**config.mk**
```make
export PLATFORM = sky130hd
export DESIGN_NAME = irq_flags_and_priority_unit
export DESIGN_NICKNAME = d
export VERILOG_FILES = /design/src/rtl/irq_pkg.sv /design/src/rtl/irq_flags_and_priority_unit.sv /design/src/rtl/pin_fall_detect.sv
export SDC_FILE = /design/constraint.sdc
export NUM_CORES = 1
export LEC_CHECK = 0
export ABC_AREA = 1
export BUFFER_PORTS_ARGS = -buffer_cell sky130_fd_sc_hd__buf_2
export CAP_MARGIN = 20
export CORE_UTILIZATION = 50
export CTS_CLUSTER_DIAMETER = 50
export DETAILED_ROUTE_END_ITERATION = 7
export PLACE_DENSITY = 0.7
export RECOVER_POWER = 25
export SETUP_SLACK_MARGIN = 0.02
export SYNTH_ARGS = -nofsm -noshare
export SYNTH_HDL_FRONTEND = slang
export SYNTH_HIERARCHICAL = 1
export SYNTH_SLANG_ARGS = --single-unit
```
**constraint.sdc**
```tcl
create_clock -name clk -period 48.9 [get_ports clk]
set_input_delay 2.445 -clock clk [delete_from_list [all_inputs] [get_ports clk]]
set_output_delay 2.445 -clock clk [all_outputs]
set_load 0.02 [all_outputs]
```
**src/rtl/irq_pkg.sv**
```systemverilog
// Shared constants, types and source mapping of the interrupt flag and priority unit
package irq_pkg;
   // Source counts and widths
   localparam int NUM_PINS     = 3;
   localparam int NUM_INTERNAL = 39;
   localparam int NUM_SRC      = NUM_PINS + NUM_INTERNAL;
   localparam int NUM_PRI      = 6;
   localparam int NUM_FIELDS   = 2 * NUM_PRI;
   localparam int LVL_W        = 3;
   localparam int IDX_W        = 6;
   localparam int FLD_W        = 4;
   localparam int EV_W         = 3;

   // Register byte offsets
   localparam logic [7:0] OFS_FLAGS     = 8'h00;
   localparam logic [7:0] OFS_PRI_BASE  = 8'h04;
   localparam logic [7:0] OFS_PIN_EN    = 8'h1C;
   localparam logic [7:0] OFS_XFER_LO   = 8'h20;
   localparam logic [7:0] OFS_XFER_HI   = 8'h24;
   localparam logic [7:0] OFS_CORE_SR   = 8'h28;
   localparam logic [7:0] OFS_EV_STATUS = 8'h2C;
   localparam logic [7:0] OFS_EV_MASK   = 8'h30;

   // Field layouts and reset values
   localparam logic [7:0] FLAGS_ONES    = 8'hF1;
   localparam int         FLAG_LSB      = 1;
   localparam int         PRI_UPPER_LSB = 4;
   localparam int         PRI_LOWER_LSB = 0;
   localparam logic [7:0] PRI_RESET     = 8'h00;
   localparam int         SR_TRACE_BIT  = 7;
   localparam int         SR_MASK_LSB   = 0;
   localparam int         XFER_HI_W     = NUM_SRC - 32;
   localparam int         EV_CORE       = 0;
   localparam int         EV_XFER       = 1;
   localparam int         EV_PIN        = 2;

   // Timing: priority decision takes this many system clock cycles
   localparam int         PRIO_CYCLES   = 2;
   localparam logic [1:0] HOLDOFF_INIT  = 2'(PRIO_CYCLES);

   typedef enum logic [1:0] {BUS_IDLE, BUS_WRITE, BUS_READ_WAIT, BUS_READ_DONE} bus_state_e;

   // Request handed to the core
   typedef struct packed {
      logic             valid;
      logic             to_xfer;
      logic [IDX_W-1:0] idx;
      logic [LVL_W-1:0] level;
   } accept_req_s;

   // Level field index of each source: pins share one field, internal
   // sources fill the remaining fields in order
   function automatic logic [FLD_W-1:0] field_of(input int src);
      int j;
      j = src - NUM_PINS;
      if (src < NUM_PINS) begin
         field_of = 4'h1;
      end else if (j < 2) begin
         field_of = 4'h0;
      end else if (((j - 2) / 4) + 2 > NUM_FIELDS - 1) begin
         field_of = 4'(NUM_FIELDS - 1);
      end else begin
         field_of = 4'(((j - 2) / 4) + 2);
      end
   endfunction
endpackage

```
**src/rtl/irq_flags_and_priority_unit.sv**
```systemverilog
// Pin request flags, priority registers and two-cycle priority decision
//
// What this block does
// Pin request sets its flag bit
// Core acceptance clears the matching pin flag
// Read one then write zero clears flag
// Flag register bit 0 always reads one
// Thirty-nine internal sources, each own vector
// Transfer-enable bit routes acceptance to transfer controller
// Acceptance not routed to the transfer controller clears trace, loads mask level
// Six priority registers, reset to zero
// Software keeps upper bit 7 zero
// Software keeps lower bit 3 zero
// Each priority register serves two modules
// Level field is unsigned binary zero-seven
// Sixth register: serial channel one, two/three
// Priority decision takes two clock cycles
// Enabled pins request on falling edge
// First register: watchdog group, pins one-three
// Accept only level strictly above mask
// Writes to reserved bits are ignored
`timescale 1ns/1ps
module irq_flags_and_priority_unit import irq_pkg::*; (
   // Clock and reset
   input  wire logic                    clk,
   input  wire logic                    rst,
   // AHB-Lite slave
   input  wire logic                    hsel,
   input  wire logic [31:0]             haddr,
   input  wire logic [1:0]              htrans,
   input  wire logic                    hwrite,
   input  wire logic [2:0]              hsize,
   input  wire logic                    hready,
   input  wire logic [31:0]             hwdata,
   output logic      [31:0]             hrdata,
   output logic                         hreadyout,
   output logic                         hresp,
   // Request pins and peripheral sources
   input  wire logic [NUM_PINS-1:0]     pin_irq_n,
   input  wire logic [NUM_INTERNAL-1:0] internal_req,
   // Core handshake
   output accept_req_s                  accept,
   input  wire logic                    core_ack,
   output logic                         xfer_start,
   output logic [LVL_W-1:0]             sr_mask_level,
   output logic                         sr_trace,
   // Event interrupt
   output logic                         irq
);
   ////////////////////////////////////////////////////////////////////////////////
   // Registers
   logic [NUM_PINS-1:0]     pin_flag;
   logic [NUM_PINS-1:0]     pin_armed;
   logic [NUM_PINS-1:0]     pin_en;
   logic [LVL_W-1:0]        pri_field [NUM_FIELDS];
   logic [NUM_SRC-1:0]      xfer_en;
   logic [EV_W-1:0]         ev_status;
   logic [EV_W-1:0]         ev_mask;
   bus_state_e              bus_state;
   logic [7:0]              dp_addr;
   logic [1:0]              holdoff;
   logic [NUM_SRC-1:0]      pend_q;
   logic [LVL_W-1:0]        lvl_q [NUM_SRC];

   ////////////////////////////////////////////////////////////////////////////////
   // Bus decode
   wire logic               ap_take  = hsel & htrans[1] & hready;
   wire logic               wr_now   = (bus_state == BUS_WRITE);
   wire logic               rd_now   = (bus_state == BUS_READ_WAIT);
   wire logic               wr_flags = wr_now & (dp_addr == OFS_FLAGS);
   wire logic               rd_flags = rd_now & (dp_addr == OFS_FLAGS);
   wire logic               rd_ev    = rd_now & (dp_addr == OFS_EV_STATUS);
   wire logic [7:0]         wr_byte  = hwdata[7:0];
   wire logic [7:0]         pri_rel  = dp_addr - OFS_PRI_BASE;
   wire logic               pri_hit  = (dp_addr >= OFS_PRI_BASE) && (pri_rel[1:0] == 2'b00)
                                       && (pri_rel[7:2] < 6'(NUM_PRI));
   wire logic [2:0]         pri_sel  = pri_rel[4:2];

   // Wait state on reads: the value is sampled after any write in flight lands
   assign hreadyout = (bus_state != BUS_READ_WAIT);
   assign hresp     = 1'b0;

   always_ff @(posedge clk) begin
      if (rst) begin
         bus_state <= BUS_IDLE;
         dp_addr   <= 8'h00;
      end else if (rd_now) begin
         bus_state <= BUS_READ_DONE;
      end else begin
         bus_state <= !ap_take ? BUS_IDLE : (hwrite ? BUS_WRITE : BUS_READ_WAIT);
         dp_addr   <= (haddr[31:8] == 24'h00_0000) ? haddr[7:0] : 8'hFF;
      end
   end

   ////////////////////////////////////////////////////////////////////////////////
   // Pin edges and request flags
   logic [NUM_PINS-1:0]     pin_fall;
   logic [NUM_PINS-1:0]     pin_set;
   logic [NUM_PINS-1:0]     clr_auto;
   logic [NUM_PINS-1:0]     clr_sw;

   pin_fall_detect #(.N(NUM_PINS)) pin_fall_detect_i (
      .clk   (clk),
      .rst   (rst),
      .pin_n (pin_irq_n),
      .fall  (pin_fall)
   );

   wire logic               ack_take = core_ack & accept.valid;
   assign pin_set  = pin_fall & pin_en;
   assign clr_sw   = {NUM_PINS{wr_flags}} & pin_armed
                     & ~wr_byte[FLAG_LSB +: NUM_PINS];

   genvar p;
   generate
      for (p = 0; p < NUM_PINS; p++) begin : g_flag
         assign clr_auto[p] = ack_take & (accept.idx == IDX_W'(p));
      end
   endgenerate

   always_ff @(posedge clk) begin
      if (rst) begin
         pin_flag  <= '0;
         pin_armed <= '0;
      end else begin
         // Set wins over any clear; writing one sets nothing
         pin_flag  <= pin_set | (pin_flag & ~clr_auto & ~clr_sw);
         // Acceptance disarms too, so a later edge needs a fresh read before a clear
         pin_armed <= (rd_flags ? pin_flag : pin_armed) & pin_flag & ~clr_sw & ~clr_auto;
      end
   end

   ////////////////////////////////////////////////////////////////////////////////
   // Software registers
   always_ff @(posedge clk) begin
      if (rst) begin
         pin_en  <= '0;
         xfer_en <= '0;
         ev_mask <= '0;
      end else if (wr_now) begin
         if (dp_addr == OFS_PIN_EN) begin
            pin_en <= wr_byte[FLAG_LSB +: NUM_PINS];
         end
         if (dp_addr == OFS_XFER_LO) begin
            xfer_en[31:0] <= hwdata;
         end
         if (dp_addr == OFS_XFER_HI) begin
            xfer_en[NUM_SRC-1:32] <= hwdata[XFER_HI_W-1:0];
         end
         if (dp_addr == OFS_EV_MASK) begin
            ev_mask <= hwdata[EV_W-1:0];
         end
      end
   end

   // Bits 7 and 3 are never stored, so they read back as zero
   genvar f;
   generate
      for (f = 0; f < NUM_FIELDS; f++) begin : g_pri
         localparam int LSB = (f % 2 == 0) ? PRI_UPPER_LSB : PRI_LOWER_LSB;
         always_ff @(posedge clk) begin
            if (rst) begin
               pri_field[f] <= PRI_RESET[LSB +: LVL_W];
            end else if (wr_now && pri_hit && pri_sel == 3'(f / 2)) begin
               pri_field[f] <= wr_byte[LSB +: LVL_W];
            end
         end
      end
   endgenerate

   ////////////////////////////////////////////////////////////////////////////////
   // Read data
   logic [31:0] rd_value;

   always_comb begin
      rd_value = 32'h0000_0000;
      if (dp_addr == OFS_FLAGS) begin
         rd_value[7:0] = FLAGS_ONES | 8'({pin_flag, 1'b0});
      end else if (pri_hit) begin
         rd_value[7:0] = {1'b0, pri_field[2*pri_sel], 1'b0, pri_field[2*pri_sel+1]};
      end else if (dp_addr == OFS_PIN_EN) begin
         rd_value[7:0] = 8'({pin_en, 1'b0});
      end else if (dp_addr == OFS_XFER_LO) begin
         rd_value = xfer_en[31:0];
      end else if (dp_addr == OFS_XFER_HI) begin
         rd_value[XFER_HI_W-1:0] = xfer_en[NUM_SRC-1:32];
      end else if (dp_addr == OFS_CORE_SR) begin
         rd_value[SR_TRACE_BIT] = sr_trace;
         rd_value[SR_MASK_LSB +: LVL_W] = sr_mask_level;
      end else if (dp_addr == OFS_EV_STATUS) begin
         rd_value[EV_W-1:0] = ev_status;
      end else if (dp_addr == OFS_EV_MASK) begin
         rd_value[EV_W-1:0] = ev_mask;
      end
   end

   always_ff @(posedge clk) begin
      if (rst) begin
         hrdata <= 32'h0000_0000;
      end else if (rd_now) begin
         hrdata <= rd_value;
      end
   end

   ////////////////////////////////////////////////////////////////////////////////
   // Priority decision, stage one: snapshot pending sources and their levels
   wire logic [NUM_SRC-1:0] pend_raw = {internal_req, pin_flag};

   genvar s;
   generate
      for (s = 0; s < NUM_SRC; s++) begin : g_src
         always_ff @(posedge clk) begin
            if (rst) begin
               lvl_q[s] <= '0;
            end else begin
               lvl_q[s] <= pri_field[field_of(s)];
            end
         end
      end
   endgenerate

   always_ff @(posedge clk) begin
      if (rst) begin
         pend_q <= '0;
      end else begin
         pend_q <= pend_raw;
      end
   end

   // Stage two: highest level wins, lowest index breaks a tie
   logic             best_hit;
   logic [IDX_W-1:0] best_idx;
   logic [LVL_W-1:0] best_lvl;

   always_comb begin
      best_hit = 1'b0;
      best_idx = '0;
      best_lvl = '0;
      for (int i = 0; i < NUM_SRC; i++) begin
         if (pend_q[i] && (!best_hit || lvl_q[i] > best_lvl)) begin
            best_hit = 1'b1;
            best_idx = IDX_W'(i);
            best_lvl = lvl_q[i];
         end
      end
   end

   // Holdoff lets the pipeline see the cleared source before offering again
   wire logic offer = best_hit && (best_lvl > sr_mask_level) && (holdoff == 2'd0)
                      && !ack_take;

   always_ff @(posedge clk) begin
      if (rst) begin
         accept  <= '0;
         holdoff <= '0;
      end else begin
         accept.valid   <= offer;
         accept.idx     <= best_idx;
         accept.level   <= best_lvl;
         accept.to_xfer <= xfer_en[best_idx];
         holdoff        <= ack_take ? HOLDOFF_INIT : holdoff - ((holdoff != 2'd0) ? 2'd1 : 2'd0);
      end
   end

   ////////////////////////////////////////////////////////////////////////////////
   // Core status copy, transfer start and event interrupt
   wire logic exc_take = ack_take & ~accept.to_xfer;
   wire logic xfr_take = ack_take & accept.to_xfer;
   wire logic sr_write = wr_now & (dp_addr == OFS_CORE_SR);
   wire logic [EV_W-1:0] ev_set;

   assign ev_set = {|pin_set, xfr_take, exc_take};
   assign irq    = |(ev_status & ev_mask);

   always_ff @(posedge clk) begin
      if (rst) begin
         sr_trace      <= 1'b0;
         sr_mask_level <= '0;
         xfer_start    <= 1'b0;
         ev_status     <= '0;
      end else begin
         xfer_start <= xfr_take;
         // Read clears the events seen; a new event in that cycle survives
         ev_status  <= ev_set | (ev_status & ~(rd_ev ? ev_status : '0));
         if (exc_take) begin
            sr_trace      <= 1'b0;
            sr_mask_level <= accept.level;
         end else if (sr_write) begin
            sr_trace      <= hwdata[SR_TRACE_BIT];
            sr_mask_level <= hwdata[SR_MASK_LSB +: LVL_W];
         end
      end
   end
endmodule // irq_flags_and_priority_unit

```
**src/rtl/pin_fall_detect.sv**
```systemverilog
// Synchronises active-low request pins and flags their falling edges
`timescale 1ns/1ps
module pin_fall_detect import irq_pkg::*; #(
   parameter int N = 3
) (
   // Clock and reset
   input  wire logic         clk,
   input  wire logic         rst,
   // Pins and edge pulses
   input  wire logic [N-1:0] pin_n,
   output logic      [N-1:0] fall
);
   logic [N-1:0] sync_a;
   logic [N-1:0] sync_b;
   logic [N-1:0] sync_c;

   genvar g;
   generate
      for (g = 0; g < N; g++) begin : g_pin
         // Idle pins are high; reset to high so no edge is seen at release
         always_ff @(posedge clk) begin
            if (rst) begin
               sync_a[g] <= 1'b1;
               sync_b[g] <= 1'b1;
               sync_c[g] <= 1'b1;
            end else begin
               sync_a[g] <= pin_n[g];
               sync_b[g] <= sync_a[g];
               sync_c[g] <= sync_b[g];
            end
         end
         assign fall[g] = sync_c[g] & ~sync_b[g];
      end
   endgenerate
endmodule // pin_fall_detect
```
Yosys cells after proc, flatten, opt, wreduce, memory -nomap -nowiden. Memories as Yosys holds them, arrays and structs flattened. Index checks and enable logic that the tools add are counted.

Mux-type cells: 228. Bitwise logic cells: 89. Order comparisons: 45. Add/subtract/negate cells: 3. Eq/ne operators: 16. Reduce and logical (&&, ||, !) cells: 152.

Operators by type and width (count): $mux 3 (104); $mux 6 (40); $gt 3x3->1 (42); $mux 24 (3); $mux 1 (68); $or 1x1->1 (54); $logic_and 1x1->1 (53); $logic_not 1->1 (42); $logic_or 1x1->1 (41); $eq 8x6->1 const B (5); $mux 8 (4); $and 3x3->3 (10); $logic_not 24->1 (1); $mux 22 (1); $and 1x1->1 (15); $not 3->3 (4); $mux 10 (1); $mux 2 (5); $eq 8x5->1 const B (1); $ge 8x3->1 const B (1); $logic_not 8->1 (1); $reduce_and 2->1 (4); $sub 8x3->8 const B (1); $lt 6x7->1 const B (1); 21 further kinds (31).

Logic and storage cells: 564. Memories kept: 2. Register bits: 168. Memory bits (writable): 162.

Memories: lvl_q (words 42, width 3, rd ports 42, clocked after memory_dff 0, write ports 42, line irq_flags_and_priority_unit.sv:63) `logic [LVL_W-1:0] lvl_q [NUM_SRC];`; pri_field (words 12, width 3, rd ports 14, clocked after memory_dff 0, write ports 12, line irq_flags_and_priority_unit.sv:55) `logic [LVL_W-1:0] pri_field [NUM_FIELDS];`.

Longest topological paths before layout. An unclocked memory read counts as a cell.

Word-level depth: 170. Mapped depth: 399. Mapped depth without buffers: 387.

Modules after synthesis. The synthesis kept the hierarchy.

Modules (own cells, without submodules): irq_flags_and_priority_unit (seq. area each 4954.8 um^2, cells each 2098, times used 1, area an instance 14396.3 um^2); pin_fall_detect (seq. area each 180.2 um^2, cells each 34, times used 1, area an instance 274.0 um^2).

Least setup slack after synthesis. Ideal clock, no wire load.

Path kind: register to register. From: register pend_q[0]. To: register accept[10] (netlist name). Cell stages (with the launch flop): 358. Setup slack: 12821 ps. Arrival time: 35962 ps. Setup time: 118 ps. Clock period less this slack: 36079 ps. Cells stage by stage: dfxtp_1 nor2_2 inv_2 nor2_4 inv_2 nand2_1 ha_1 a21oi_1 nand2_1 nand2_1 nand2_2 nand2_2 nand2_2 nand2_1 ha_1 a21oi_1 o21ai_1 nand2_1 [322 not listed] nand2_2 nand2_4 a21oi_1 a31oi_1 ha_1 a21oi_1 o21ai_0 nand2_1 nand2_1 nand2_2 buf_2 inv_1 or2_1 nand2_1 ha_1 a21oi_1 a21oi_1 o2111a_1.

Longest elaborated chain between the ends: 169. Elaborated cells on any way between the ends: 252.

RTL lines: start, declared (line irq_flags_and_priority_unit.sv:62) `logic [NUM_SRC-1:0] pend_q;`; start signal, assigned (line irq_flags_and_priority_unit.sv:226) `pend_q <= pend_raw;`; $mux 3 or $mux 1 (tied branches) (line irq_flags_and_priority_unit.sv:240) `if (pend_q[i] && (!best_hit || lvl_q[i] > best_lvl)) begin`; $gt 3x3->1 or $logic_not 1->1 (tied branches) (line irq_flags_and_priority_unit.sv:240); $logic_or 1x1->1 (line irq_flags_and_priority_unit.sv:240); $logic_and 1x1->1 (line irq_flags_and_priority_unit.sv:240); $mux 3 or $mux 1 (tied branches) (line irq_flags_and_priority_unit.sv:240); $gt 3x3->1 or $logic_not 1->1 (tied branches) (line irq_flags_and_priority_unit.sv:240); $logic_or 1x1->1 (line irq_flags_and_priority_unit.sv:240); $logic_and 1x1->1 (line irq_flags_and_priority_unit.sv:240); [153 not listed]; $gt 3x3->1 or $logic_not 1->1 (tied branches) (line irq_flags_and_priority_unit.sv:240); $logic_or 1x1->1 (line irq_flags_and_priority_unit.sv:240); $logic_and 1x1->1 (line irq_flags_and_priority_unit.sv:240); $mux 3 * (line irq_flags_and_priority_unit.sv:240); via best_lvl[2] (line irq_flags_and_priority_unit.sv:233) `logic [LVL_W-1:0] best_lvl;`; $gt 3x3->1 * (line irq_flags_and_priority_unit.sv:249) `wire logic offer = best_hit && (best_lvl > sr_mask_level) && (holdoff == 2'd0)`; $logic_and 1x1->1 * (2 in series) (line irq_flags_and_priority_unit.sv:249); $logic_and 1x1->1 * (line irq_flags_and_priority_unit.sv:250) `&& !ack_take;`; end, declared (line irq_flags_and_priority_unit.sv:42) `output accept_req_s accept,`.

Mark *: on every way through the listed nets, which the timed path passes. The rest lies on a longest branch. A chain may end at the register's enable or synchronous reset.

Worst setup path after layout. Ends and elaborated chain as after synthesis.

==> impl_metrics.env <==
export IMPL_dr_pass1_iters=6
export IMPL_crit_top_cell="nand2_1"
export IMPL_final_common_cell="nand2_1"
export IMPL_crit_type="reg2reg"
export IMPL_area_growth_pct=13.7
export IMPL_vias=13900
export IMPL_layout_common_cells="nand2_1 (452), inv_1 (324), nand3_1 (211)"
export IMPL_dieWidth_um=173
export IMPL_min_from="pin_fall_detect_i/sync_a[2]$_SDFF_PP1_"
export IMPL_skew_ns=0.0274
export IMPL_wl_per_cell_um=13.6
export IMPL_r2r_start="pend_q[0]$_SDFF_PP0_"
export IMPL_core_area_mm2=0.0288
export IMPL_use_met2_pct=41.5
export IMPL_hpwl_um=27100
export IMPL_cp_arrival_ns=41.14
export IMPL_cts_resized=0
export IMPL_fin_crit_sh_pct=83.3
export IMPL_portBuffers=162
export IMPL_clock_sinks=240
export IMPL_syn_area_mm2=0.0147
export IMPL_start_kind="flip-flop"
export IMPL_grt_util_met3_pct=3.66
export IMPL_grt_max_degree=75
export IMPL_ys_ff_latch=240
export IMPL_outcome="finished, violations left"
export IMPL_cp_end_kind="flip-flop"
export IMPL_min_path_cells=2
export IMPL_hold_class="reg2reg"
export IMPL_critical_path_required_ns=49.31
export IMPL_setup_tns_final_ns=0
export IMPL_rrSetupSlack_ns=8.17
export IMPL_yosys_cell_types_count=52
export IMPL_cts_buffers=34
export IMPL_drtIter0Drc=818
export IMPL_grt_total_usage_pct=24.2
export IMPL_antenna_cells=0
export IMPL_hold_end="pin_fall_detect_i/sync_b[2]$_SDFF_PP1_"
export IMPL_clock_latency_ns=0.52
export IMPL_syn_area_per_cell_um2=6.88
export IMPL_dieArea_mm2=0.0300
export IMPL_setup_viol_count_final=0
export IMPL_initial_core_util_pct=51.0
export IMPL_gp_congestion=0.902
export IMPL_root_buffer="clkbuf_16"
export IMPL_timing_fmax_ghz=0.0246
export IMPL_ant_nets=0
export IMPL_drc=0
export IMPL_async_flop_share_pct=0
export IMPL_grt_pass1_vias=13100
export IMPL_cp_slowest_cell="nand2_2"
export IMPL_gr_total_overflow=0
export IMPL_relSlewSlack_pct=-122
export IMPL_syn_nets=2346
export IMPL_seq_area_frac_synth_pct=35.0
export IMPL_maxSlewViolCount=75
export IMPL_hold_viol=0
export IMPL_cts_htree_levels=2
export IMPL_period_minus_slack_ns=40.73
export IMPL_synth_edf_count=33
export IMPL_die_y_um=173
export IMPL_groute_layer_met1_usage_pct=31.0
export IMPL_postCtsSetupRepairBufs=0
export IMPL_r2r_cells=341
export IMPL_wl_um=36400
export IMPL_crit_fanout=19
export IMPL_grt_pass1_wl_um=60800
export IMPL_synth_ff_type="dfxtp_1"
export IMPL_rows=62
export IMPL_timing_rr_end="accept[10]$_SDFF_PP0_"
export IMPL_worstMarginPinSlew_ns=3.32
export IMPL_drv_cap=1
export IMPL_syn_inst=2132
export IMPL_grt_busiest_layer="met2"
export IMPL_finalNetCount=2482
export IMPL_violations="max-capacitance violations, max-slew violations"
export IMPL_fillers=2761
export IMPL_path_clk_slew_ns=0.06
export IMPL_antenna_found_initial=0
export IMPL_rsz0062_at_grt="false"
export IMPL_layout_drive_gt1_share_pct=12.7
export IMPL_critPathMaxStageDelay_ns=0.36
export IMPL_yosys_warnings=6
export IMPL_postCtsHoldBufs=0
export IMPL_post_drt_via_cell_ratio=5.17
export IMPL_cts_max_path_buffers=3
export IMPL_boundaryPins=168
export IMPL_cts_tree="yes"
==> metal layers <==
layer / vias up / routed length [µm] / share of wire, %
met4: 0 / 967 / 2.7
met2: 356 / 17000 / 47
met3: 70 / 1940 / 5.3
met5: - / 0 / 0
li1: 7203 / - / -
met1: 6222 / 16500 / 45
==> metrics by stage <==
step,std cells,cell area (µm²),hold WS (ns),worst slack (ns),utilization (%)
2_1_floorplan,2132,14700,0.387,12.82,-
3_3_place_gp,2616,15600,0.392,9.46,54.3
3_5_place_dp,2616,15600,0.398,8.43,54.3
4_1_cts,2677,16700,0.410,8.19,58.1
5_1_grt,2677,16700,0.432,3.04,58.0
6_report,2677,16700,0.408,8.17,58.0
==> cells by family (layout without fill, tap and decap cells) <==
group	after synthesis	in the layout	synth area share, %
adder cells (fa/ha/maj)	97	97	8.27
other	1	1	0.0256
AND/OR/NAND/NOR	1005	1005	30.9
buffers and inverters	404	565	11.3
flip-flops	240	240	35.0
AO/OA/AOI/OAI	385	385	14.5
==> final cells by class <==
cell class                 instances  area [µm²]  share of cell area [%]
sequential                       240        5130                    30.8
inverter                         336        1260                    7.56
clock buffer                      46         956                    5.73
tap                              384         480                    2.88
multi-input combinational       1488        7880                    47.3
timing repair buffer             168         802                    4.81
clock inverter                    15         161                   0.968
==> state kept, by name, indices dropped and copies added (netlist names), 8 cells and up <==
name       count
accept        11
dp_addr        8
xfer_en       42
lvl_q         36
pend_q        42
hrdata        32
pri_field     36
==> Yosys cell counts, types with 4 or more instances <==
cell	number	area, µm²
buf_6	13	146
edfxtp_1	33	991
nand4_1	17	106
inv_1	324	1220
a221oi_1	5	43.8
nand3_2	7	70.1
ha_1	97	1210
buf_2	4	20.0
o21ai_1	13	65.1
clkbuf_1	43	161
clkinv_1	5	18.8
o21ai_0	176	881
o22ai_1	8	50.1
a21oi_1	119	596
inv_2	7	26.3
o21bai_1	11	82.6
o211ai_1	19	143
nor4_1	6	37.5
nand2_2	64	400
nand2_1	452	1700
dfxtp_1	207	4140
nand2_4	25	282
nand3_1	211	1060
nor3_1	4	20.0
a31oi_1	13	81.3
nor2_1	207	777
==> how the worst max path moves through the flow <==
| stage | end | cells after the start | startpoint | slack, ns |
|---|---|---|---|---|
| after detailed placement | accept[10]$_SDFF_PP0_ | 340 | pend_q[0]$_SDFF_PP0_ | 8.43 |
| after global placement | accept[10]$_SDFF_PP0_ | 342 | pend_q[0]$_SDFF_PP0_ | 9.46 |
| after floorplan | accept[10]$_SDFF_PP0_ | 357 | pend_q[0]$_SDFF_PP0_ | 12.82 |
| final | accept[10]$_SDFF_PP0_ | 341 | pend_q[0]$_SDFF_PP0_ | 8.17 |
| after global routing | accept[9]$_SDFF_PP0_ | 351 | pend_q[0]$_SDFF_PP0_ | 3.04 |
| after CTS | accept[10]$_SDFF_PP0_ | 338 | pend_q[0]$_SDFF_PP0_ | 8.19 |
==> worst max-delay path, delay by kind of cell, from the launching register on <==
family                   cells  cell delay (ns)
flip-flops                   1             0.32
AO/OA/AOI/OAI               69             9.81
AND/OR/NAND/NOR            210            16.55
adder cells (fa/ha/maj)     40            12.61
buffers and inverters       22             1.28
Power is left out: the tool's default activity adds up to more than one toggle a clock period on the data nets, which glitch-free logic cannot reach.
